## config.mk

```make
export PLATFORM = sky130hd
export DESIGN_NAME = dhp_hotplug
export DESIGN_NICKNAME = d
export VERILOG_FILES = /design/src/design/dhp_pkg.sv /design/src/design/dhp_sync_if.sv /design/src/design/dhp_edge_sync.sv /design/src/design/dhp_hotplug.sv
export SDC_FILE = /design/constraint.sdc
export NUM_CORES = 1
export LEC_CHECK = 0
export BUFFER_PORTS_ARGS = -buffer_cell sky130_fd_sc_hd__buf_2
export CORE_MARGIN = 5
export CORE_UTILIZATION = 25
export DETAILED_ROUTE_END_ITERATION = 8
export GPL_ROUTABILITY_DRIVEN = 0
export SETUP_SLACK_MARGIN = 0.2
export SYNTH_ARGS = -nofsm -noshare
export SYNTH_HDL_FRONTEND = slang
export SYNTH_HIERARCHICAL = 1
export SYNTH_SLANG_ARGS = --single-unit
```

## constraint.sdc

```tcl
create_clock -name core_clk -period 5.05 [get_ports core_clk]
set_input_delay 1.2625 -clock core_clk [delete_from_list [all_inputs] [get_ports core_clk]]
set_output_delay 1.2625 -clock core_clk [all_outputs]
set_load 0.01 [all_outputs]
```

## src/design/dhp_pkg.sv

```systemverilog
// package: timing and format constants for the hot attach monitor block
package dhp_pkg;
    // system clock rate
    localparam int unsigned CLK_HZ = 250_000_000;
    // removal-to-transmitter-off limit, in milliseconds
    localparam int unsigned TX_OFF_LIMIT_MS = 1000;
    // transmitter shutdown target, in milliseconds below the limit
    localparam int unsigned TX_OFF_TARGET_MS = 500;
    // cycles from removal to transmitter disable (rounded down)
    localparam int unsigned TX_OFF_CYCLES = (CLK_HZ / 1000) * TX_OFF_TARGET_MS;
    // monitor identification answer window after supply, in milliseconds
    localparam int unsigned ID_READY_MS = 250;
    localparam int unsigned ID_READY_CYCLES = (CLK_HZ / 1000) * ID_READY_MS;
    localparam int unsigned CNT_W = 32;
    // default low format, as width and height
    localparam logic [11:0] LOW_FMT_H = 12'h280;
    localparam logic [11:0] LOW_FMT_V = 12'h1E0;
    localparam logic [1:0] SYNC_RESET = 2'h0;
    localparam logic [CNT_W-1:0] CNT_RESET = 32'h0;

    typedef enum logic [1:0] {
        DHP_DETACHED,
        DHP_ATTACHED,
        DHP_DRAINING
    } dhp_state_t;
endpackage : dhp_pkg

```

## src/design/dhp_sync_if.sv

```systemverilog
// interface: synchronised hot attach level and edges
`timescale 1ns/1ns
interface dhp_sync_if;
    logic level;
    logic rise;
    logic fall;
    modport src (output level, output rise, output fall);
    modport dst (input level, input rise, input fall);
endinterface : dhp_sync_if

```

## src/design/dhp_edge_sync.sv

```systemverilog
// two-stage synchroniser with edge detector for the hot attach line
`timescale 1ns/1ns
module dhp_edge_sync
    import dhp_pkg::*;
(
    input wire logic core_clk,
    input wire logic rst,
    input wire logic pinIn,
    dhp_sync_if.src sync
);
    typedef struct packed {
        logic meta;
        logic stable;
        logic prev;
    } dhp_sync_st_t;

    dhp_sync_st_t s_q;
    dhp_sync_st_t s_d;

    always_comb begin
        s_d = s_q;
        s_d.meta = pinIn;
        s_d.stable = s_q.meta;
        s_d.prev = s_q.stable;
    end

    always_ff @(posedge core_clk or posedge rst) begin
        if (rst) begin
            s_q <= '0;
        end else begin
            s_q <= s_d;
        end
    end

    // edges look only at the second stage and its delayed copy
    assign sync.level = s_q.stable;
    assign sync.rise = s_q.stable & ~s_q.prev;
    assign sync.fall = ~s_q.stable & s_q.prev;
endmodule : dhp_edge_sync

```

## src/design/dhp_hotplug.sv

```systemverilog
// top: hot attach watcher, event pulses and transmitter shutdown timer
// ---------------------------------------------------------------
// ---------------------------------------------------------------
`timescale 1ns/1ns
module dhp_hotplug
    import dhp_pkg::*;
#(
    parameter logic [CNT_W-1:0] TX_OFF_COUNT = CNT_W'(TX_OFF_CYCLES),
    parameter logic [CNT_W-1:0] ID_READY_COUNT = CNT_W'(ID_READY_CYCLES)
)
(
    input wire logic core_clk,
    input wire logic rst,
    input wire logic hotAttachSense,
    input wire logic idDataValid,
    input wire logic linkEnableReq,
    input wire logic hostScaleReq,
    input wire logic [11:0] nativeH,
    input wire logic [11:0] nativeV,
    output logic attachEvent,
    output logic removeEvent,
    output logic senseEvent,
    output logic monitorPresent,
    output logic idReadAllowed,
    output logic txEnable,
    output logic lowFormatOnly,
    output logic [11:0] scaleTargetH,
    output logic [11:0] scaleTargetV
);
    // ---------------------------------------------------------------
    // synchroniser
    // ---------------------------------------------------------------
    dhp_sync_if syncBus ();

    dhp_edge_sync uSync (
        .core_clk(core_clk),
        .rst(rst),
        .pinIn(hotAttachSense),
        .sync(syncBus)
    );

    // ---------------------------------------------------------------
    // state
    // ---------------------------------------------------------------
    typedef struct packed {
        dhp_state_t state;
        logic [CNT_W-1:0] offCnt;
        logic [CNT_W-1:0] readyCnt;
        logic attachEv;
        logic removeEv;
        logic senseEv;
        logic present;
        logic idOk;
        logic tx;
        logic lowOnly;
        logic [11:0] tgtH;
        logic [11:0] tgtV;
    } dhp_top_st_t;

    // values held during and just after reset
    localparam dhp_top_st_t TOP_RESET = '{
        state: DHP_DETACHED,
        offCnt: CNT_RESET,
        readyCnt: CNT_RESET,
        attachEv: 1'b0,
        removeEv: 1'b0,
        senseEv: 1'b0,
        present: 1'b0,
        idOk: 1'b0,
        tx: 1'b0,
        lowOnly: 1'b1,
        tgtH: LOW_FMT_H,
        tgtV: LOW_FMT_V
    };

    dhp_top_st_t r_q;
    dhp_top_st_t r_d;

    // ---------------------------------------------------------------
    // next state
    // ---------------------------------------------------------------
    always_comb begin
        r_d = r_q;
        // event pulses and level, one stage behind the synchroniser
        r_d.attachEv = syncBus.rise;
        r_d.removeEv = syncBus.fall;
        r_d.senseEv = syncBus.rise | syncBus.fall;
        r_d.present = syncBus.level;
        // attach, bring-up, removal and drain
        case (r_q.state)
            DHP_DETACHED: begin
                r_d.tx = 1'b0;
                r_d.idOk = 1'b0;
                r_d.readyCnt = CNT_RESET;
                if (syncBus.rise) begin
                    r_d.state = DHP_ATTACHED;
                end
            end
            DHP_ATTACHED: begin
                // wait out the monitor's identification bring-up
                if (r_q.readyCnt < ID_READY_COUNT) begin
                    r_d.readyCnt = r_q.readyCnt + 1'b1;
                end else begin
                    r_d.idOk = 1'b1;
                end
                // link only when software asks and the identification bring-up wait has ended
                r_d.tx = linkEnableReq & r_q.idOk;
                if (syncBus.fall) begin
                    r_d.state = DHP_DRAINING;
                    r_d.offCnt = CNT_RESET;
                    r_d.idOk = 1'b0;
                end
            end
            DHP_DRAINING: begin
                r_d.offCnt = r_q.offCnt + 1'b1;
                if (syncBus.rise) begin
                    // monitor back before the drain ended: link off, bring-up restarts
                    r_d.tx = 1'b0;
                    r_d.state = DHP_ATTACHED;
                    r_d.readyCnt = CNT_RESET;
                end else if (r_q.offCnt + 1'b1 >= TX_OFF_COUNT || !linkEnableReq) begin
                    r_d.tx = 1'b0;
                    r_d.state = DHP_DETACHED;
                    r_d.readyCnt = CNT_RESET;
                end
            end
            default: begin
                r_d.state = DHP_DETACHED;
                r_d.tx = 1'b0;
            end
        endcase
        // no valid identification means only the low format is assumed
        r_d.lowOnly = ~(r_d.idOk & idDataValid);
        if (r_d.lowOnly) begin
            r_d.tgtH = LOW_FMT_H;
            r_d.tgtV = LOW_FMT_V;
        end else if (hostScaleReq) begin
            r_d.tgtH = nativeH;
            r_d.tgtV = nativeV;
        end else begin
            r_d.tgtH = nativeH;
            r_d.tgtV = nativeV;
        end
    end

    // ---------------------------------------------------------------
    // registers
    // ---------------------------------------------------------------
    always_ff @(posedge core_clk or posedge rst) begin
        if (rst) begin
            r_q <= TOP_RESET;
        end else begin
            r_q <= r_d;
        end
    end

    // ---------------------------------------------------------------
    // outputs, straight from the state register
    // ---------------------------------------------------------------
    assign attachEvent = r_q.attachEv;
    assign removeEvent = r_q.removeEv;
    assign senseEvent = r_q.senseEv;
    assign monitorPresent = r_q.present;
    assign idReadAllowed = r_q.idOk;
    assign txEnable = r_q.tx;
    assign lowFormatOnly = r_q.lowOnly;
    assign scaleTargetH = r_q.tgtH;
    assign scaleTargetV = r_q.tgtV;
endmodule : dhp_hotplug

```

After elaboration in Yosys (flattened, before gate mapping)
Index checks and enable logic that the tools add are counted.
- register bits: 99
- input bits: 30
- output and inout bits: 31
- logic and storage cells: 57
- $add $sub $neg: 2
- magnitude comparators: 2
- equal/unequal tests: 6
- mux-type cells: 17
- bitwise logic cells: 8
- reductions and logical operators: 8
- operators by type and width (operator ; count):
    32-bit 2-to-1 mux ; 3
    32-bit one-hot mux with 3 select lines ; 1
    32-bit by 1-bit adder with 32-bit output (second input constant) ; 2
    32-bit one-hot mux with 2 select lines ; 1
    34-bit 2-to-1 mux ; 1
    32-bit by 27-bit greater-or-equal comparator with 1-bit output (second input constant) ; 1
    32-bit by 26-bit < comparator with 1-bit output (second input constant) ; 1
    24-bit 2-to-1 mux ; 1
    2-bit 2-to-1 mux ; 3
    2-bit inequality test (second input constant) ; 3
    2-bit one-hot mux with 3 select lines ; 1
    3-bit AND reduction ; 2
    1-bit bitwise AND ; 4
    1-bit 2-to-1 mux ; 4
    1-bit one-hot mux with 2 select lines ; 2
    3-bit inequality test (second input constant) ; 1
    1-bit inverter ; 3
    3-bit nonzero test ; 1
    2-bit by 1-bit == test with 1-bit output (second input constant) ; 1
    2-bit == test (second input constant) ; 1
    2-bit logical NOT ; 1
    2-bit AND reduction ; 1
    2-bit nonzero test ; 1
    1-bit logical NOT ; 1
    2 further kinds ; 2

Logic depth before layout (Yosys ltp)
- depth in word-level cells: 6
- mapped depth: 13
- mapped depth without buffers: 10

Modules after synthesis
Netlist, hierarchy kept.
- modules (own cells, without submodules) (module ; instances ; cells an instance ; area each (um^2) ; sequential area each (um^2)):
    dhp_hotplug ; 1 ; 589 ; 5333.9 ; 2436.1
    dhp_edge_sync ; 1 ; 6 ; 93.8 ; 75.1

Least setup slack after synthesis
Ideal clock, no wire load.
- path type: register -> register
- from: reg r_q[70] (netlist name)
- to: reg r_q[34] (netlist name)
- setup time: 128 ps
- arrival: 2718 ps
- required time: 4922 ps
- path slack: 2204 ps
- stages on the path, launching flop included: 14
- path buffers: 4
- cells stage by stage: dfrtp_1 buf_2 nand4_4 or4_1 buf_4 nor3_4 nand4_1 xor2_1 nand4_2 a22oi_4 nand2b_1 buf_6 buf_6 o31ai_1
- longest elaborated chain between the ends: 5
- ends and longest elaborated chain (element ; line ; RTL):
    from (decl) ; dhp_hotplug.sv:76 ; dhp_top_st_t r_q;
    from (signal assigned) ; dhp_hotplug.sv:153 ; r_q <= r_d;
    32-bit by 1-bit adder with 32-bit output ; dhp_hotplug.sv:121 ; end else if (r_q.offCnt + 1'b1 >= TX_OFF_COUNT || !linkEnableReq) begin
    32-bit by 27-bit greater-or-equal comparator with 1-bit output ; dhp_hotplug.sv:121 ;
    1-bit logical OR ; dhp_hotplug.sv:121 ;
    3-bit inequality test (no line) ; n/a ;
    3-bit AND reduction (no line) ; n/a ;
Every way passes these cells.
A chain may end at the register's enable or synchronous reset.

Worst setup path after layout
- from: reg r_q[68] (netlist name)
- to: reg r_q[60] (netlist name)
The elaborated chain is that of the path after synthesis.

==> impl_metrics.py <==
metrics = {
    "status": {
        "outcome": "finished, final reports clean",
    },
    "layout": {
        "fillCellCount": 2307,
        "multiInputGateArea_mm2": 0.002531,
        "area_growth_pct": 12.29,
        "drive_gt1_share_pct": 18.02,
        "layout.nets": 643,
        "n_antenna_cell": 0,
        "regArea_mm2": 0.002511,
    },
    "timing": {
        "setup_violations": 0,
        "slew_violations": 0,
        "period_needed_ns": 3.524,
        "setup_tns_ns": 0,
        "max_freq_mhz": 283.7,
        "worst_pin_slew_ns": 1.042,
        "rsz0062_at_grt": "false",
        "relSlewSlack_pct": 30.57,
        "finClkSkew_ns": 0.01016,
        "finalCritPeriodShare_pct": 69.79,
        "timing_hold_violations_final": 0,
    },
    "floorplan": {
        "ioPinCount": 61,
        "dieArea_mm2": 0.02476,
        "coreArea_mm2": 0.02162,
        "fp.dieH_um": 157.3,
        "fp-row-count": 54,
        "start_util_pct": 25.10,
        "die_w_um": 157.3,
    },
    "yosys": {
        "synth-async-reset-ratio_pct": 100.0,
        "syn_area_mm2": 0.005428,
        "yosysSeqAreaShare_pct": 46.27,
        "synth.distinct_cells": 62,
        "ys_seq_elements": 100,
        "syn_inst": 595,
        "synth.avg_cell_area_um2": 9.122,
        "synth_edf_count": 0,
        "yosysWarnings": 6,
        "synth_most_common_cell": "dfrtp_1",
        "synth_top_area_cell": "dfrtp_1",
        "synth_commonest_cells": "93 x dfrtp_1, 77 x o21ai_0, 52 x nand2_1",
        "synth_top_area_share_pct": 42.88,
        "synthesis.nets": 627,
        "ys.flop_type": "dfrtp_1",
        "synth_area_leaders": "dfrtp_1 43%, o21ai_0 7.1%, and3_1 3.7%, nand2_1 3.6%, buf_4 3.5%",
    },
    "grt": {
        "grt_max_degree": 77,
        "grt_pass1_wl_um": 20190,
        "grt_util_all_layers_pct": 9.669,
        "first_global_vias": 3954,
        "grt_antenna_before_repair": 0,
        "grt_overflow": 0,
    },
    "power": {
        "p_int_w": 0.001325,
        "power_w": 0.001794,
        "p_leak_nw": 2.705,
        "max-vdd-ir-drop_mv": 0.1802,
        "p_switching_w": 0.0004689,
        "p_clk_share_pct": 41.5,
        "power_density_mw_per_mm2": 294.3,
        "power_frac_seq_pct": 47.1,
        "power.share.switching_pct": 26.14,
        "combPwrFrac_pct": 11.4,
    },
    "cts": {
        "htreeDepth": 3,
        "root_buffer": "clkbuf_16",
        "ctsLongestPathBuffers": 2,
        "cts_tree": "built",
        "clock_sinks": 100,
        "cts.clk_slew.worst_paths_ns": 0.07,
        "clock_latency_ns": 0.34,
        "post_cts_resize_count": 0,
        "cts_made_buffers": 9,
        "post_cts_buffers": 0,
        "ctsHoldBuffers": 0,
    },
    "drt": {
        "drtIter0Drc": 276,
        "ant_nets": 0,
        "firstDrtPassIters": 4,
        "drc_errors": 0,
        "avgViaCountPerCell": 4.824,
        "vias": 4322,
        "drt-total-wl_um": 12150,
        "wl_per_cell_um": 13.56,
    },
    "setup_path": {
        "critPathMaxFanout": 27,
        "path_delay_family": "simple AND/OR/NAND/NOR gates",
        "slowest_stage": "or4_1",
        "crit_chain": "nand4_4 > or4_1 > nor3_4 > nand4_1 > xor2_1 > nand4_2 > a22oi_4 > buf_4 > nand2b_1 > o21a_1",
        "cp.required_ns": 5.34,
        "path_class": "flip-flop to flip-flop",
        "worstPathArrival_ns": 3.81,
        "cp.buffers_inverters": 1,
        "critical_path.max_stage_delay_ns": 0.73,
        "worstSetupStartpointType": "flip-flop",
        "critPathCaptureType": "flip-flop",
    },
    "run": {
        "cap_violations": 0,
    },
    "place": {
        "dpl.hpwl_um": 8139,
        "portBuffers": 59,
    },
    "hold_path": {
        "min_path_type": "flip-flop to flip-flop",
    },
}
==> state kept, by name, indices dropped and copies added, names as in the netlist <==
register	count
r_q	66
scaleTargetH	12
scaleTargetV	12
attachEvent	1
idReadAllowed	1
lowFormatOnly	1
monitorPresent	1
removeEvent	1
senseEvent	1
txEnable	1
uSync/s_d	1
uSync/s_q	1
uSync/sync.level	1
==> power by group through the flow <==
stage          Clock, W  Sequential [W]  Combinational (W)
2_1_floorplan         0        0.000855           0.000160
6_report       0.000745        0.000845           0.000205
4_1_cts        0.000770        0.000844           0.000210
3_5_place_dp          0        0.000860           0.000209
3_3_place_gp          0        0.000859           0.000207
5_1_grt        0.000798        0.000849           0.000235
==> final cells by class <==
type	instances	share of cell area, %
clock buffers	11	3.819
clock inverters	5	1.396
inverters	9	0.5954
multi-input cells	425	41.53
flip-flops and latches	100	41.20
well taps	280	5.748
repair buffers	66	5.707
==> cells by family (layout without fill, tap and decap cells) <==
family	count (synthesis)	after routing	share of synthesized area [%]
compound gates	165	165	19.64
simple gates	244	244	24.16
buf+inv	70	91	7.215
flops	100	100	46.27
fa+ha+maj	2	2	0.4610
xor+xnor	14	14	2.259
==> cells in the final DEF, fill, tap and decap left out, types with 3 or more instances in the layout <==
master | synthesis | layout
dfrtp_1 | 93 | 93
o21ai_0 | 77 | 77
buf_2 | 8 | 59
nand2_1 | 52 | 52
nor2_1 | 45 | 45
nand3_1 | 32 | 32
and3_1 | 32 | 32
o31ai_1 | 17 | 17
nand4_1 | 15 | 15
a21oi_1 | 15 | 14
a31oi_1 | 14 | 14
nor3_1 | 11 | 11
nand2b_1 | 9 | 9
clkbuf_16 | 0 | 9
xnor2_1 | 8 | 8
inv_1 | 9 | 8
nor4_1 | 7 | 7
o21a_1 | 7 | 7
or3_1 | 7 | 7
dfstp_2 | 7 | 7
buf_4 | 25 | 7
xor2_1 | 6 | 6
nor2b_1 | 7 | 6
and4_1 | 5 | 5
o41ai_1 | 5 | 5
o31ai_2 | 5 | 5
or2_2 | 4 | 4
or4_1 | 3 | 3
a21o_1 | 3 | 3
==> per-stage QoR <==
step	cell area (um^2)	instances	worst slack, ns	hold WS (ns)	utilization, %
floorplan	5428	595	1.265	0.3312	-
global placement	5777	880	1.515	0.3714	26.72
detailed placement	5777	880	1.524	0.3570	26.72
CTS	6095	896	1.525	0.3729	28.19
global route	6095	896	1.231	0.3848	28.19
finish	6095	896	1.526	0.3702	28.19
==> worst paths after layout <==
path / depth (start not counted) / start / slack, ns / end
max: 10 / r_q[68] / 1.53 / r_q[60]
min: 0 / uSync/s_d[1] / 0.37 / uSync/sync.level
max reg2reg: 10 / r_q[68] / 1.53 / r_q[60]
min reg2reg: 0 / uSync/s_d[1] / 0.37 / uSync/sync.level
max in group asynchronous: 3 / rst / 3.04 / scaleTargetH[0]
min in group asynchronous: 2 / rst / 0.82 / uSync/s_d[1]
==> metal layers <==
metal / track usage (%) / vias up / share of wire, %
met5: 0 / - / 0
met4: 1.721 / 0 / 1.0
met3: 2.282 / 12 / 4.3
met2: 14.98 / 66 / 45
met1: 13.94 / 2066 / 49
li1: - / 2178 / -
Power figures use the tool's default switching activity.
